===== src/inc/adc_regs_pkg.sv =====
// Purpose: constants shared by the converter register bank and its correction stage
// Assumes: APB word access, each register in the low 16 bits of one aligned word, the result word in the low DATA_W bits
// Notes:   byte address of a register is four times its index
package adc_regs_pkg;
	localparam int          REG_W       = 16;
	localparam int          IDX_W       = 3;
	localparam logic [2:0]  IDX_RESULT  = 3'h0;
	localparam logic [2:0]  IDX_CTRL1   = 3'h1;
	localparam logic [2:0]  IDX_CTRL2   = 3'h2;
	localparam logic [2:0]  IDX_OFFSET  = 3'h3;
	localparam logic [2:0]  IDX_GAIN    = 3'h4;
	localparam logic [2:0]  IDX_OVR     = 3'h5;
	localparam logic [2:0]  IDX_STATUS  = 3'h6;
	localparam logic [15:0] CTRL1_RST   = 16'h001a;
	localparam logic [15:0] CTRL2_RST   = 16'h009b;
	localparam logic [15:0] CTRL2_NORM  = 16'h0002;
	localparam logic [15:0] OFFSET_RST  = 16'h0000;
	localparam logic [15:0] GAIN_RST    = 16'ha000;
	localparam logic [15:0] GAIN_UNITY  = 16'h8000;
	localparam logic [15:0] OVR_RST     = 16'hcccc;
	localparam int          C2_HALVE    = 5;
	localparam int          C2_OFF      = 3;
	localparam int          C2_REDUCED  = 2;
	localparam int          C2_ONE      = 1;
	localparam int          C2_AMP      = 0;
	localparam int          C1_RD_OVR   = 14;
	localparam int          C1_RD_GAIN  = 13;
	localparam int          C1_RD_OFF   = 12;
	localparam int          C1_RD_STAT  = 11;
	localparam int          C1_KEEP_W   = 9;
	localparam int          C1_F3       = 4;
	localparam int          C1_F1       = 3;
	localparam int          RATE_W      = 3;
	localparam int          ST_REDUCED  = 9;
	localparam int          ST_ZERO     = 10;
	localparam logic [2:0]  FULL_RUN    = 3'h4;
	localparam int          GAIN_FRAC   = 15;
	localparam int          OFFSET_LOSS = 23;
	typedef enum logic [2:0] {
		RSEL_RESULT = 3'b000,
		RSEL_STATUS = 3'b001,
		RSEL_OFFSET = 3'b010,
		RSEL_GAIN   = 3'b011,
		RSEL_OVR    = 3'b100
	} read_sel_e;
	// one read-select bit expected; lowest bit wins if the host breaks that
	function automatic read_sel_e sel_decode(input logic [15:0] w);
		if (w[C1_RD_STAT])
			return RSEL_STATUS;
		else if (w[C1_RD_OFF])
			return RSEL_OFFSET;
		else if (w[C1_RD_GAIN])
			return RSEL_GAIN;
		else if (w[C1_RD_OVR])
			return RSEL_OVR;
		return RSEL_RESULT;
	endfunction : sel_decode
endpackage : adc_regs_pkg


===== src/inc/corr_if.sv =====
`timescale 1ns/1ps
// Purpose: carrier between register bank and gain/offset stage
// Assumes: one clock, en is the internal clock enable
// Notes:   ctl side feeds settings and data, dp side returns results
interface corr_if #(parameter int W = 24);
	logic                en;
	logic                in_valid;
	logic signed [W-1:0] in_data;
	logic        [15:0]  gain;
	logic        [15:0]  offset;
	logic                out_valid;
	logic signed [W-1:0] out_data;
	modport ctl (output en, in_valid, in_data, gain, offset, input out_valid, out_data);
	modport dp  (input en, in_valid, in_data, gain, offset, output out_valid, out_data);
endinterface : corr_if


===== src/rtl/adc_config_status_registers.sv =====
`timescale 1ns/1ps
// Purpose: configuration and status register bank of the converter back end
// Assumes: APB slave, one wait state on every access
// Notes:   filter datapath is outside; only overrange and correction live here
module adc_config_status_registers
	import adc_regs_pkg::*;
#(
	parameter int         DATA_W  = 24,
	parameter logic [1:0] PART_ID = 2'h1, // arbitrary value
	parameter logic [2:0] DIE_ID  = 3'h2  // arbitrary value
) (
	input  wire logic                     clk_sys,
	input  wire logic                     reset,
	input  wire logic                     psel,
	input  wire logic                     penable,
	input  wire logic                     pwrite,
	input  wire logic        [7:0]        paddr,
	input  wire logic        [31:0]       pwdata,
	output logic             [31:0]       prdata,
	output logic                          pready,
	output logic                          pslverr,
	input  wire logic signed [DATA_W-1:0] stage1_data,
	input  wire logic                     stage1_valid,
	input  wire logic                     mod_sample,
	input  wire logic                     mod_beyond_ref,
	input  wire logic signed [DATA_W-1:0] filter_data,
	input  wire logic                     filter_valid,
	input  wire logic                     dl_done,
	input  wire logic        [15:0]       dl_calc_sum,
	input  wire logic        [15:0]       dl_host_sum,
	input  wire logic                     coef_check_done,
	input  wire logic        [15:0]       coef_calc_sum,
	input  wire logic                     custom_filter_in,
	output logic                          internal_clock,
	output logic                          full_power_off,
	output logic                          reduced_power_select,
	output logic                          input_amp_power_off,
	output logic                          over_threshold_flag,
	output logic                          fir_stage_skip,
	output logic                          first_stage_skip,
	output logic             [2:0]        rate_divide_select,
	output logic signed [DATA_W-1:0]      result_data,
	output logic                          result_valid,
	output logic                          output_valid_flag
);

	logic [15:0]          ctrl2_q;
	logic [15:0]          offset_q;
	logic [15:0]          gain_q;
	logic [15:0]          thr_q;
	logic [C1_KEEP_W-1:0] cfg_q;
	read_sel_e            rd_sel_q;
	logic                 pready_q;
	logic                 pslverr_q;
	logic [31:0]          prdata_q;
	logic                 half_q;
	logic                 internal_clock_q;
	logic [2:0]           run_q;
	logic                 over_q;
	logic [15:0]          dl_sum_q;
	logic                 download_check_pass_q;
	logic                 coef_ok_q;
	logic                 custom_q;
	logic                 valid_flag_q;
	logic                 full_off_q;
	logic                 reduced_q;
	logic                 amp_off_q;

	logic                 access_w;
	logic [IDX_W-1:0]     idx_w;
	logic                 mapped_w;
	logic                 ro_w;
	logic                 wr_go;
	logic                 rd_go;
	logic [15:0]          status_w;
	logic [15:0]          reg_rd_w;
	logic [DATA_W-1:0]    mag_w;
	logic                 exceed_w;
	logic                 run_trip;

	corr_if #(.W(DATA_W)) cor ();

	// bus decode
	assign access_w = psel & penable;
	assign idx_w    = paddr[IDX_W+1:2];
	assign mapped_w = (paddr[1:0] == 2'h0) && (paddr[7:IDX_W+2] == '0) && (idx_w <= IDX_STATUS);
	assign ro_w     = (idx_w == IDX_RESULT) || (idx_w == IDX_STATUS);
	assign wr_go    = access_w & pready_q & pwrite & mapped_w & ~ro_w;
	assign rd_go    = access_w & pready_q & ~pwrite & mapped_w & (idx_w == IDX_RESULT);

	assign status_w = {PART_ID, DIE_ID, 1'b0, ctrl2_q[C2_REDUCED], over_q,
		download_check_pass_q, coef_ok_q, custom_q, cfg_q[C1_F3], cfg_q[C1_F1],
		cfg_q[RATE_W-1:0]};

	always_comb begin
		reg_rd_w = '0;
		unique case (idx_w)
			IDX_RESULT: begin
				unique case (rd_sel_q)
					RSEL_STATUS: reg_rd_w = status_w;
					RSEL_OFFSET: reg_rd_w = offset_q;
					RSEL_GAIN:   reg_rd_w = gain_q;
					RSEL_OVR:    reg_rd_w = thr_q;
					default:     reg_rd_w = '0;
				endcase
			end
			IDX_CTRL1:  reg_rd_w = 16'(cfg_q);
			IDX_CTRL2:  reg_rd_w = ctrl2_q;
			IDX_OFFSET: reg_rd_w = offset_q;
			IDX_GAIN:   reg_rd_w = gain_q;
			IDX_OVR:    reg_rd_w = thr_q;
			IDX_STATUS: reg_rd_w = status_w;
			default:    reg_rd_w = '0;
		endcase
	end

	// one wait state keeps prdata straight from a flop
	always_ff @(posedge clk_sys or posedge reset) begin
		if (reset) begin
			pready_q  <= 1'b0;
			pslverr_q <= 1'b0;
			prdata_q  <= '0;
		end else begin
			pready_q <= access_w & ~pready_q;
			if (access_w && !pready_q) begin
				pslverr_q <= ~mapped_w | (pwrite & ro_w);
				if (!pwrite && mapped_w && idx_w == IDX_RESULT && rd_sel_q == RSEL_RESULT)
					prdata_q <= 32'(unsigned'(result_data));
				else if (!pwrite && mapped_w)
					prdata_q <= 32'(reg_rd_w);
				else
					prdata_q <= '0;
			end else begin
				pslverr_q <= 1'b0;
			end
		end
	end

	always_ff @(posedge clk_sys or posedge reset) begin
		if (reset) begin
			ctrl2_q  <= CTRL2_RST;
			offset_q <= OFFSET_RST;
			gain_q   <= GAIN_RST;
			thr_q    <= OVR_RST;
		end else if (wr_go) begin
			unique case (idx_w)
				IDX_CTRL2:  ctrl2_q  <= pwdata[REG_W-1:0];
				IDX_OFFSET: offset_q <= pwdata[REG_W-1:0];
				IDX_GAIN:   gain_q   <= pwdata[REG_W-1:0];
				IDX_OVR:    thr_q    <= pwdata[REG_W-1:0];
				default: ;
			endcase
		end
	end

	// bits 15..9 self-clear, so only the low field is kept
	always_ff @(posedge clk_sys or posedge reset) begin
		if (reset) begin
			cfg_q    <= CTRL1_RST[C1_KEEP_W-1:0];
			rd_sel_q <= RSEL_RESULT;
		end else if (wr_go && idx_w == IDX_CTRL1) begin
			cfg_q    <= pwdata[C1_KEEP_W-1:0];
			rd_sel_q <= sel_decode(pwdata[REG_W-1:0]);
		end else if (rd_go) begin
			rd_sel_q <= RSEL_RESULT;
		end
	end

	// internal clock as an enable; stopped while powered off
	always_ff @(posedge clk_sys or posedge reset) begin
		if (reset) begin
			half_q <= 1'b0;
			internal_clock_q <= 1'b0;
		end else begin
			half_q <= ~half_q;
			internal_clock_q <= ~ctrl2_q[C2_OFF] & (ctrl2_q[C2_HALVE] | half_q);
		end
	end

	always_ff @(posedge clk_sys or posedge reset) begin
		if (reset) begin
			full_off_q <= 1'b0;
			reduced_q  <= 1'b0;
			amp_off_q  <= 1'b0;
		end else begin
			full_off_q <= ctrl2_q[C2_OFF];
			reduced_q  <= ctrl2_q[C2_REDUCED];
			amp_off_q  <= ctrl2_q[C2_AMP];
		end
	end

	// threshold against the uncorrected first-stage magnitude
	assign mag_w    = stage1_data[DATA_W-1] ? DATA_W'(-stage1_data) : unsigned'(stage1_data);
	assign exceed_w = mag_w[DATA_W-1] | (mag_w[DATA_W-2 -: REG_W] > thr_q);
	assign run_trip = run_q > FULL_RUN;

	always_ff @(posedge clk_sys or posedge reset) begin
		if (reset)
			run_q <= '0;
		else if (mod_sample)
			run_q <= !mod_beyond_ref ? 3'h0 : (&run_q ? run_q : run_q + 3'h1);
	end

	always_ff @(posedge clk_sys or posedge reset) begin
		if (reset)
			over_q <= 1'b0;
		else if (run_trip)
			over_q <= 1'b1;
		else if (stage1_valid)
			over_q <= exceed_w;
	end

	// download checksum kept for the later in-filter comparison
	always_ff @(posedge clk_sys or posedge reset) begin
		if (reset) begin
			dl_sum_q  <= '0;
			download_check_pass_q   <= 1'b0;
			coef_ok_q <= 1'b0;
			custom_q  <= 1'b0;
		end else begin
			custom_q <= custom_filter_in;
			if (dl_done) begin
				dl_sum_q <= dl_host_sum;
				download_check_pass_q  <= dl_calc_sum == dl_host_sum;
			end
			if (!custom_filter_in)
				coef_ok_q <= 1'b0;
			else if (coef_check_done)
				coef_ok_q <= coef_calc_sum == dl_sum_q;
		end
	end

	assign cor.en       = internal_clock_q;
	assign cor.in_valid = filter_valid;
	assign cor.in_data  = filter_data;
	assign cor.gain     = gain_q;
	assign cor.offset   = offset_q;

	gain_offset_corrector #(.W(DATA_W)) u_corr (
		.clk_sys (clk_sys),
		.reset   (reset),
		.c       (cor.dp)
	);

	always_ff @(posedge clk_sys or posedge reset) begin
		if (reset)
			valid_flag_q <= 1'b0;
		else if (cor.out_valid)
			valid_flag_q <= ~over_q;
	end

	assign prdata               = prdata_q;
	assign pready               = pready_q;
	assign pslverr              = pslverr_q;
	assign internal_clock       = internal_clock_q;
	assign full_power_off       = full_off_q;
	assign reduced_power_select = reduced_q;
	assign input_amp_power_off  = amp_off_q;
	assign over_threshold_flag  = over_q;
	assign fir_stage_skip       = cfg_q[C1_F3];
	assign first_stage_skip     = cfg_q[C1_F1];
	assign rate_divide_select   = cfg_q[RATE_W-1:0];
	assign result_data          = cor.out_data;
	assign result_valid         = cor.out_valid;
	assign output_valid_flag    = valid_flag_q;
endmodule : adc_config_status_registers


===== src/rtl/gain_offset_corrector.sv =====
`timescale 1ns/1ps
// Purpose: two-stage gain then offset correction of converter results
// Assumes: settings stable while a word passes through
// Notes:   two enabled cycles of latency, saturating output
module gain_offset_corrector
	import adc_regs_pkg::*;
#(
	parameter int W = 24
) (
	input  wire logic clk_sys,
	input  wire logic reset,
	corr_if.dp        c
);
	localparam int PW = W + 17;
	localparam int SW = PW + 1;
	localparam logic signed [SW-1:0] MAX_S = SW'((64'sd1 <<< (W - 1)) - 1);
	localparam logic signed [SW-1:0] MIN_S = SW'(-(64'sd1 <<< (W - 1)));

	function automatic logic signed [W-1:0] clip(input logic signed [SW-1:0] v);
		if (v > MAX_S)
			return MAX_S[W-1:0];
		else if (v < MIN_S)
			return MIN_S[W-1:0];
		return v[W-1:0];
	endfunction : clip

	logic signed [PW-1:0] scaled_q;
	logic                 mid_valid_q;
	logic signed [PW-1:0] prod_w;
	logic signed [SW-1:0] sum_w;
	logic signed [SW-1:0] off_w;

	// widen before multiplying, else the product is cut to the data width
	assign prod_w = (PW'(c.in_data) * PW'($signed({1'b0, c.gain}))) >>> GAIN_FRAC;
	// full offset code is 1/128 of full scale
	assign off_w = SW'($signed(c.offset)) <<< (W - OFFSET_LOSS);
	assign sum_w = SW'(scaled_q) + off_w;

	always_ff @(posedge clk_sys or posedge reset) begin
		if (reset) begin
			scaled_q    <= '0;
			mid_valid_q <= 1'b0;
		end else if (c.en) begin
			scaled_q    <= prod_w;
			mid_valid_q <= c.in_valid;
		end
	end

	always_ff @(posedge clk_sys or posedge reset) begin
		if (reset) begin
			c.out_data  <= '0;
			c.out_valid <= 1'b0;
		end else begin
			c.out_valid <= c.en & mid_valid_q;
			if (c.en && mid_valid_q)
				c.out_data <= clip(sum_w);
		end
	end
endmodule : gain_offset_corrector


===== config.mk =====
export PLATFORM = sky130hd
export DESIGN_NAME = adc_config_status_registers
export DESIGN_NICKNAME = d
export VERILOG_FILES = /design/src/inc/adc_regs_pkg.sv /design/src/inc/corr_if.sv /design/src/rtl/adc_config_status_registers.sv /design/src/rtl/gain_offset_corrector.sv
export SDC_FILE = /design/constraint.sdc
export NUM_CORES = 1
export LEC_CHECK = 0
export ABC_CLOCK_PERIOD_IN_PS = 8550
export BUFFER_PORTS_ARGS = -buffer_cell sky130_fd_sc_hd__buf_2
export CAP_MARGIN = 20
export CORE_ASPECT_RATIO = 0.5
export CORE_UTILIZATION = 52
export DETAILED_ROUTE_END_ITERATION = 8
export PLACE_DENSITY = 0.71
export SLEW_MARGIN = 20
export SYNTH_ARGS = -nofsm -noshare
export SYNTH_HDL_FRONTEND = slang
export SYNTH_SLANG_ARGS = --single-unit

===== constraint.sdc =====
create_clock -name clk_sys -period 8.55 [get_ports clk_sys]
set_input_delay 1.71 -clock clk_sys [delete_from_list [all_inputs] [get_ports clk_sys]]
set_output_delay 1.71 -clock clk_sys [all_outputs]
set_load 0.01 [all_outputs]

==> results.sh, run 1 <==
export IMPL_root_buffer="clkbuf_16"
export IMPL_synth_edf_count=0
export IMPL_r2r_end="u_corr.scaled_q[23]"
export IMPL_drt_first_pass_iters=8
export IMPL_clk_latency_ps=440
export IMPL_end_kind="flip-flop"
export IMPL_grt_usage_pct=27.7
export IMPL_dieArea_sq_um=47100
export IMPL_globalRouteOverflowTotal=0
export IMPL_core_area_sq_um=45300
export IMPL_yosysWarnings=0
export IMPL_die_x_um=306
export IMPL_outcome="finished clean"
export IMPL_setup_viol=0
export IMPL_ys_types=85
export IMPL_r2r_start="cor.gain[2]"
export IMPL_cpMostUsedCell="fa_1"
export IMPL_slew_limit_headroom_pct=22.6
export IMPL_cap_violations=0
export IMPL_ios=218
export IMPL_crit_required_ps=8880
export IMPL_crit_chain="buf_2 -> nand2_1 -> inv_1 -> fa_1 -> inv_1 -> fa_1 -> fa_1 -> inv_1 -> fa_1 -> fa_1 -> inv_1 -> fa_1 -> inv_1 -> ha_1 -> and2_1 -> a221oi_1 -> nand2_1 -> a21oi_1 -> a211oi_1 -> o2111ai_1 -> a211oi_2 -> nor3_2 -> xnor2_1 -> mux2_2"
export IMPL_crit_type="input pin to flip-flop"
export IMPL_arrival_ps=8170
export IMPL_power_density_nw_per_um2=76.4
export IMPL_syn_area_sq_um=24000
export IMPL_fin_skew_ps=10.3
export IMPL_initial_utilization_pct=52.9
export IMPL_synth_ff_type="dfrtp_1"
export IMPL_vias_per_cell=5.48
export IMPL_finalNetCount=3353
export IMPL_rrSetupSlack_ps=1190
export IMPL_cp_slowest_stage_delay_ps=590
export IMPL_finalWirelength_mm=61.8
export IMPL_cts_buffers=17
export IMPL_die_height_um=154
export IMPL_dp_hpwl_mm=49.7
export IMPL_row_count=55
export IMPL_slowest_stage="fa_1"
export IMPL_syn_instance_count=2550
export IMPL_layout_common_cells="inv_1, fa_1, nand2_1"
export IMPL_power_leakage_nw=13.6
export IMPL_fillers=3956
export IMPL_worst_pin_slew_ps=1160
export IMPL_remaining_drc_errors=0
export IMPL_vias=18100
export IMPL_p_total_w=0.00199
export IMPL_wl_per_cell_um=18.7
export IMPL_cts_path_max_buffers=2
export IMPL_antenna_found_initial=0
export IMPL_post_route_min_period_ps=7840
export IMPL_reg2reg_depth=23
export IMPL_grt_start_max_net_pins=109
export IMPL_crit_fanout=16
export IMPL_grt_pass1_wl_mm=102
export IMPL_drv_slew=0
export IMPL_cts_resized=0
export IMPL_yosysSeqAreaShare_pct=19.2
export IMPL_postCtsHoldBufs=0
export IMPL_final_common_cell="inv_1"
export IMPL_syn_avg_cell_area_sq_um=9.42
export IMPL_ys_ff_latch=183
export IMPL_clock_fmax_mhz=127
export IMPL_period_share_pct=91.7
export IMPL_globalplace_congestion=0.902
export IMPL_tritoncts="yes"
export IMPL_async_flop_share_pct=100
export IMPL_hold_path_class="flip-flop to flip-flop"
export IMPL_cp_startpoint="filter_data[23]"
export IMPL_drt_iter0_drc=1376
export IMPL_grt_pass1_vias=18700
export IMPL_cts_sinks=183
export IMPL_postCtsSetupRepairBufs=0
export IMPL_clkSlewWorstSetupHoldPaths_ps=70
export IMPL_ir_drop_mv=0.127
export IMPL_crit_end="u_corr.scaled_q[23]"
export IMPL_rsz0062_at_grt="false"
export IMPL_htreeDepth=4
export IMPL_area_delta_synth_final_pct=8.62
export IMPL_ant_nets=0
export IMPL_setup_tns_ps=0
export IMPL_crit_path_start_kind="input pin"
export IMPL_drive_gt1_share_pct=15.8
export IMPL_hold_viol=0
export IMPL_port_buffers=193
==> flip-flops by register name (all words and copies together), names as in the netlist, 3 cells and up <==
| register | flops |
|---|---|
| prdata | 24 |
| cfg_q | 9 |
| u_corr.scaled_q | 26 |
| run_q | 3 |
| cor.gain | 16 |
| thr_q | 16 |
| u_corr.c.out_data | 24 |
| cor.offset | 16 |
| ctrl2_q | 16 |
| rd_sel_q | 3 |
| dl_sum_q | 16 |
==> cells in the mapped netlist (all sizes together) (5+ instances only) <==
cell,number,area share (%)
inv,496,7.8
fa,376,31
nand2,350,5.5
dfrtp,165,17
and2,156,4.1
ha,143,7.5
mux2,108,5.1
clkbuf,105,1.8
a21oi,84,1.8
xnor2,77,2.8
nor2,71,1.1
o21ai,53,1.1
a21o,32,1.0
nand3,25,0.52
nor3,24,0.52
a31oi,21,0.61
nor2b,19,0.51
buf,18,0.59
dfstp,18,2.0
mux2i,18,0.75
xor2,17,0.62
nand4,16,0.42
nand2b,13,0.35
a221oi,12,0.44
o21a,12,0.38
o31ai,9,0.28
a211oi,8,0.29
a22oi,8,0.25
o221ai,8,0.29
or3,8,0.25
nor4,7,0.24
o22ai,7,0.18
a22o,5,0.18
and3,5,0.13
o2111ai,5,0.18
or2,5,0.13
==> stage by stage <==
stage / instances / instance area [sq um] / hold slack [ps] / worst slack (ps) / utilization, %
after global routing: 3297 / 26100 / 426 / 260 / 57.5
after global placement: 3264 / 25500 / 407 / 332 / 56.2
after detailed placement: 3264 / 25500 / 411 / 306 / 56.2
after CTS: 3296 / 26100 / 421 / 760 / 57.5
after floorplan: 2557 / 24000 / 394 / 932 / -
final: 3298 / 26100 / 421 / 707 / 57.5
==> power breakdown <==
group	total, W	internal (W)	switching (W)
Combinational	0.000290	0.000112	0.000179
Clock	0.000780	0.000412	0.000368
Sequential	0.000922	0.000893	0.0000288
==> area by class of cell <==
cell class | instances | area [sq um] | share of cell area [%]
clock inverter | 13 | 133 | 0.509
antenna | 1 | 2.50 | 0.00960
inverter | 498 | 1880 | 7.20
tap | 598 | 748 | 2.87
clock buffer | 19 | 433 | 1.66
multi-input combinational | 1753 | 17000 | 65.3
sequential | 183 | 4600 | 17.6
timing repair buffer | 233 | 1270 | 4.86
==> how the worst min path moves through the flow <==
| stage | from | slack [ps] | depth (start not counted) | endpoint |
|---|---|---|---|---|
| final | ctrl2_q[3] | 420 | 0 | full_power_off |
| after global routing | half_q | 430 | 1 | half_q |
| after CTS | half_q | 420 | 1 | half_q |
| after detailed placement | half_q | 410 | 1 | half_q |
| after global placement | half_q | 410 | 1 | half_q |
| after floorplan | ctrl2_q[0] | 390 | 0 | input_amp_power_off |
==> critical path: cells and delay by family <==
kind / cells / cell delay [ps]
AO/OA/AOI/OAI: 5 / 1170
XOR/XNOR: 1 / 110
adder cells (fa/ha/maj): 7 / 3370
buffers and inverters: 6 / 690
multiplexers: 1 / 270
AND/OR/NAND/NOR: 4 / 850
==> metal layers <==
metal,vias up,part of all wire (%),global-route usage [%]
met3,97,6.8,3.96
li1,8202,-,-
met2,682,46,43.6
met1,9104,45,40.1
met4,0,2.5,7.44
met5,-,0,0
==> cells by family (layout without fill, tap and decap cells) <==
logic type | after synthesis | after routing | share of synthesized area, %
AO/OA/AOI/OAI | 298 | 298 | 8.57
XOR/XNOR | 94 | 94 | 3.43
adder cells (fa/ha/maj) | 519 | 519 | 38.8
buffers and inverters | 621 | 763 | 10.1
flip-flops | 183 | 183 | 19.2
multiplexers | 126 | 126 | 5.82
other | 1 | 9 | 0.0156
AND/OR/NAND/NOR | 708 | 708 | 14.0
Note: power is estimated with default switching activity, not from simulation.
==> run 2: changes to the inputs <==
PLACE_DENSITY = default   (was 0.71)
PLACE_DENSITY_LB_ADDON = 0.1   (was default)
==> results.sh, run 2 (same netlist as run 1, synthesis figures left out) <==
export IMPL_setup_viol=0
export IMPL_postCtsHoldBufs=0
export IMPL_p_comb_share_pct=14.5
export IMPL_largest_register_ffs=26
export IMPL_cts_path_max_buffers=2
export IMPL_ant_nets=0
export IMPL_ir_drop_mv=0.130
export IMPL_place_area_sq_um=25600
export IMPL_layout_common_cells="inv_1, fa_1, nand2_1"
export IMPL_remaining_drc_errors=0
export IMPL_end_kind="flip-flop"
export IMPL_grt_pass1_vias=18200
export IMPL_grt_pass1_wl_mm=102
export IMPL_tritoncts="yes"
export IMPL_setup_tns_ps=0
export IMPL_period_share_pct=92.6
export IMPL_crit_required_ps=8920
export IMPL_antenna_found_initial=0
export IMPL_globalRouteOverflowTotal=0
export IMPL_finalWirelength_mm=62.4
export IMPL_switching_share_pct=29.5
export IMPL_dieArea_sq_um=47100
export IMPL_crit_type="input pin to flip-flop"
export IMPL_row_count=55
export IMPL_post_route_min_period_ps=7920
export IMPL_drt_first_pass_iters=6
export IMPL_vias=18100
export IMPL_wl_per_cell_um=18.9
export IMPL_htreeDepth=4
export IMPL_finalWorstSetupSlack_ps=629
export IMPL_grt_usage_pct=27.8
export IMPL_cts_resized=0
export IMPL_p_seq_share_pct=45.0
export IMPL_clk_latency_ps=440
export IMPL_p_int_w=0.00144
export IMPL_r2r_start="cor.gain[7]"
export IMPL_r2r_end="u_corr.scaled_q[23]"
export IMPL_cts_sinks=183
export IMPL_outcome="finished clean"
export IMPL_hold_path_class="flip-flop to flip-flop"
export IMPL_vias_per_cell=5.48
export IMPL_power_leakage_nw=13.6
export IMPL_postCtsSetupRepairBufs=0
export IMPL_ios=218
export IMPL_initial_utilization_pct=52.9
export IMPL_drt_iter0_drc=1362
export IMPL_dpl_worst_slack_ps=256
export IMPL_finalNetCount=3357
export IMPL_drive_gt1_share_pct=15.9
export IMPL_power_density_nw_per_um2=77.8
export IMPL_hold_depth=0
export IMPL_p_total_w=0.00204
export IMPL_cap_violations=0
export IMPL_area_delta_synth_final_pct=9.18
export IMPL_crit_path_start_kind="input pin"
export IMPL_rsz0062_at_grt="false"
export IMPL_rrSetupSlack_ps=1080
export IMPL_largest_register="u_corr.scaled_q"
export IMPL_grt_start_max_net_pins=115
export IMPL_clock_fmax_mhz=126
export IMPL_fin_area_sq_um=26200
export IMPL_clkSlewWorstSetupHoldPaths_ps=80
export IMPL_cts_buffers=17
export IMPL_final_common_cell="inv_1"
export IMPL_reg2reg_depth=22
export IMPL_die_x_um=306
export IMPL_core_area_sq_um=45300
export IMPL_power_switching_w=0.000602
export IMPL_arrival_ps=8290
export IMPL_crit_fanout=16
export IMPL_port_buffers=193
export IMPL_fin_skew_ps=11.6
export IMPL_clkPwrFrac_pct=40.5
export IMPL_slew_limit_headroom_pct=24.7
export IMPL_drv_slew=0
export IMPL_hold_viol=0
export IMPL_root_buffer="clkbuf_16"
export IMPL_die_height_um=154
export IMPL_holdCritStartpoint="ctrl2_q[0]"
export IMPL_hold_path_end="input_amp_power_off"
export IMPL_worst_pin_slew_ps=1130
export IMPL_globalplace_congestion=0.939
export IMPL_dp_hpwl_mm=49.7
==> run 2: cell count changes in the layout (fill, tap and decap cells not counted), moves of 2 or more <==
cell,before,now
inv_8,3,5
buf_12,0,3
clkbuf_1,2,0
clkinv_2,2,0
clkinv_4,1,3
clkinv_8,0,4
inv_6,7,2
==> run 2: how the worst max path moves through the flow <==
stage	start	slack, ps	cells after the start	to
2_1_floorplan	filter_data[12]	930	22	u_corr.scaled_q[23]
4_1_cts	filter_data[12]	700	22	u_corr.scaled_q[23]
5_1_grt	filter_data[11]	320	22	u_corr.scaled_q[23]
6_report	filter_data[5]	630	24	u_corr.scaled_q[24]
3_3_place_gp	filter_data[12]	280	22	u_corr.scaled_q[23]
3_5_place_dp	filter_data[12]	260	22	u_corr.scaled_q[23]
==> run 2: power groups by stage <==
stage          Clock [W]  Sequential, W  Combinational (W)
6_report        0.000826       0.000917           0.000295
4_1_cts         0.000836       0.000917           0.000295
2_1_floorplan          0       0.000932           0.000163
3_3_place_gp           0       0.000934           0.000290
3_5_place_dp           0       0.000934           0.000293
5_1_grt         0.000868       0.000921           0.000326
==> run 2: critical path, stage by stage <==
cell and delay [ps]:
buf_2 350, nand2_1 140, fa_1 550, inv_1 50
fa_1 490, inv_1 50, fa_1 480, inv_1 60
fa_1 450, fa_1 510, inv_1 50, fa_1 580
inv_1 60, ha_1 340, a21oi_1 90, o21ai_1 210
o31a_1 230, nor2_1 90, a211oi_1 520, o2111ai_1 320
a211oi_2 320, nor3_2 130, or4_1 420, nand3_1 100
==> run 2: layer usage <==
metal / vias up / part of all wire, % / track usage (%)
li1: 8252 / - / -
met1: 9123 / 47 / 41.8
met2: 641 / 44 / 42.0
met3: 82 / 7.3 / 4.60
met4: 0 / 2.1 / 6.27
met5: - / 0 / 0
==> run 2: cell type report <==
type | instances | area (sq um)
diodes | 2 | 5.00
clock buffers | 18 | 439
clock inverters | 14 | 184
fillers | 4030 | 19100
inverters | 498 | 1880
multi-input cells | 1753 | 17000
flip-flops and latches | 183 | 4600
well taps | 598 | 748
repair buffers | 237 | 1330
==> run 2: stage by stage <==
| stage | cells | util [%] | hold slack [ps] |
|---|---|---|---|
| after global routing | 3301 | 57.8 | 429 |
| after CTS | 3301 | 57.8 | 426 |
| after global placement | 3269 | 56.4 | 409 |
| after detailed placement | 3269 | 56.4 | 410 |
| final | 3303 | 57.8 | 427 |
| after floorplan | 2557 | - | 394 |
==> run 3: changes to the inputs <==
CTS_BUF_LIST = sky130_fd_sc_hd__clkbuf_16   (was default)
==> results.sh, run 3 (same netlist as run 1, synthesis figures left out) <==
export IMPL_outcome="finished clean"
export IMPL_crit_chain="buf_2 -> nand2_1 -> fa_1 -> inv_1 -> fa_1 -> inv_1 -> fa_1 -> inv_1 -> fa_1 -> fa_1 -> inv_1 -> fa_1 -> inv_1 -> ha_1 -> a21oi_1 -> o21ai_1 -> o31a_1 -> nor2_1 -> a211oi_1 -> o2111ai_1 -> a211oi_2 -> nor3_2 -> or4_1 -> nand3_1"
export IMPL_cts_path_max_buffers=2
export IMPL_slowest_stage="fa_1"
export IMPL_cts_resized=0
export IMPL_dpl_worst_slack_ps=256
export IMPL_hold_path_class="flip-flop to flip-flop"
export IMPL_clk_latency_ps=440
export IMPL_setup_viol=0
export IMPL_vias=18100
export IMPL_rsz0062_at_grt="false"
export IMPL_initial_utilization_pct=52.9
export IMPL_antenna_found_initial=0
export IMPL_arrival_ps=8290
export IMPL_postCtsHoldBufs=0
export IMPL_final_common_cell="inv_1"
export IMPL_fin_skew_ps=11.0
export IMPL_drv_slew=0
export IMPL_postCtsSetupRepairBufs=0
export IMPL_crit_fanout=16
export IMPL_largest_register_ffs=26
export IMPL_cap_violations=0
export IMPL_drt_iter0_drc=1363
export IMPL_cpLargestDelayFamily="adder cells"
export IMPL_finalWirelength_mm=62.4
export IMPL_crit_path_start_kind="input pin"
export IMPL_grt_usage_pct=27.8
export IMPL_globalplace_congestion=0.939
export IMPL_worst_pin_slew_ps=1130
export IMPL_tritoncts="yes"
export IMPL_ios=218
export IMPL_row_count=55
export IMPL_ir_drop_mv=0.115
export IMPL_largest_register="u_corr.scaled_q"
export IMPL_root_buffer="clkbuf_16"
export IMPL_power_density_nw_per_um2=77.5
export IMPL_slew_limit_headroom_pct=24.6
export IMPL_cpMostUsedCell="fa_1"
export IMPL_utilization_pct=57.8
export IMPL_path_buf_inv=6
export IMPL_setup_tns_ps=0
export IMPL_grt_pass1_wl_mm=102
export IMPL_grt_start_max_net_pins=115
export IMPL_cts_sinks=183
export IMPL_drt_first_pass_iters=5
export IMPL_remaining_drc_errors=0
export IMPL_wl_per_cell_um=18.9
export IMPL_port_buffers=193
export IMPL_end_kind="flip-flop"
export IMPL_ant_nets=0
export IMPL_dieArea_sq_um=47100
export IMPL_clkSlewWorstSetupHoldPaths_ps=80
export IMPL_period_share_pct=92.6
export IMPL_die_x_um=306
export IMPL_hold_viol=0
export IMPL_power_leakage_nw=13.6
export IMPL_dp_hpwl_mm=49.7
export IMPL_core_area_sq_um=45300
export IMPL_layout_common_cells="inv_1, fa_1, nand2_1"
export IMPL_htreeDepth=4
export IMPL_globalRouteOverflowTotal=0
export IMPL_cp_slowest_stage_delay_ps=580
export IMPL_vias_per_cell=5.48
export IMPL_clock_fmax_mhz=126
export IMPL_grt_pass1_vias=18200
export IMPL_cts_buffers=17
export IMPL_crit_required_ps=8920
export IMPL_crit_type="input pin to flip-flop"
export IMPL_finalNetCount=3357
export IMPL_area_delta_synth_final_pct=9.14
export IMPL_die_height_um=154
export IMPL_drive_gt1_share_pct=15.9
export IMPL_finalWorstSetupSlack_ps=629
export IMPL_post_route_min_period_ps=7920
## run 3: cell types whose count changed in the layout (fill, tap and decap cells not counted)
cell      before  now
clkbuf_8       1    0
clkinv_1       2    3
## run 3: area by class of cell
class	instances	area (sq um)
Inverter	498	1880
Clock inverter	15	188
Tap cell	598	748
Multi-Input combinational cell	1753	17000
Antenna cell	2	5.00
Fill cell	4031	19100
Sequential cell	183	4600
Clock buffer	17	425
Timing Repair Buffer	237	1330
## run 3: stage by stage
| step | hold WS, ps | instances | cell area, sq um | total power, W |
|---|---|---|---|---|
| 6_report | 427 | 3303 | 26200 | 0.00203 |
| 5_1_grt | 429 | 3301 | 26200 | 0.00211 |
| 4_1_cts | 426 | 3301 | 26200 | 0.00204 |
| 3_5_place_dp | 410 | 3269 | 25600 | 0.00123 |
| 3_3_place_gp | 409 | 3269 | 25600 | 0.00122 |
| 2_1_floorplan | 394 | 2557 | 24000 | 0.00110 |
## run 3: power by group
| part | leakage, nW | internal (W) | switching, W |
|---|---|---|---|
| registers | 2.40 | 0.000893 | 0.0000247 |
| logic | 10.9 | 0.000114 | 0.000182 |
| clock network | 0.298 | 0.000422 | 0.000395 |
## run 3: path summary, 6_finish.rpt
| check | slack, ps | to | cells after the start | start |
|---|---|---|---|---|
| worst min-delay path | 430 | input_amp_power_off | 0 | ctrl2_q[0] |
| worst max register to register | 1080 | u_corr.scaled_q[23] | 22 | cor.gain[7] |
| min in group asynchronous | 1410 | prdata[19] | 2 | reset |
| worst min register to register | 430 | input_amp_power_off | 0 | ctrl2_q[0] |
| worst max-delay path | 630 | u_corr.scaled_q[24] | 24 | filter_data[5] |
| max in group asynchronous | 5680 | cor.offset[5] | 3 | reset |
## run 3: metal layers
metal,share of wire [%],up-vias,global-route usage [%],wire length (um)
met4,2.0,0,6.27,1270
met5,0,-,0,0
met2,44,676,42.0,27600
met1,46,9101,41.8,28900
met3,7.5,83,4.60,4680
li1,-,8248,-,-
## run 3: worst reg2reg max path: cells and delay by family, from the launching register on
kind | cells | cell delay (ps)
AO/OA/AOI/OAI | 5 | 1290
XOR/XNOR | 1 | 110
adder cells (fa/ha/maj) | 7 | 3580
buffers and inverters | 4 | 250
flip-flops | 1 | 810
multiplexers | 1 | 270
AND/OR/NAND/NOR | 4 | 1070
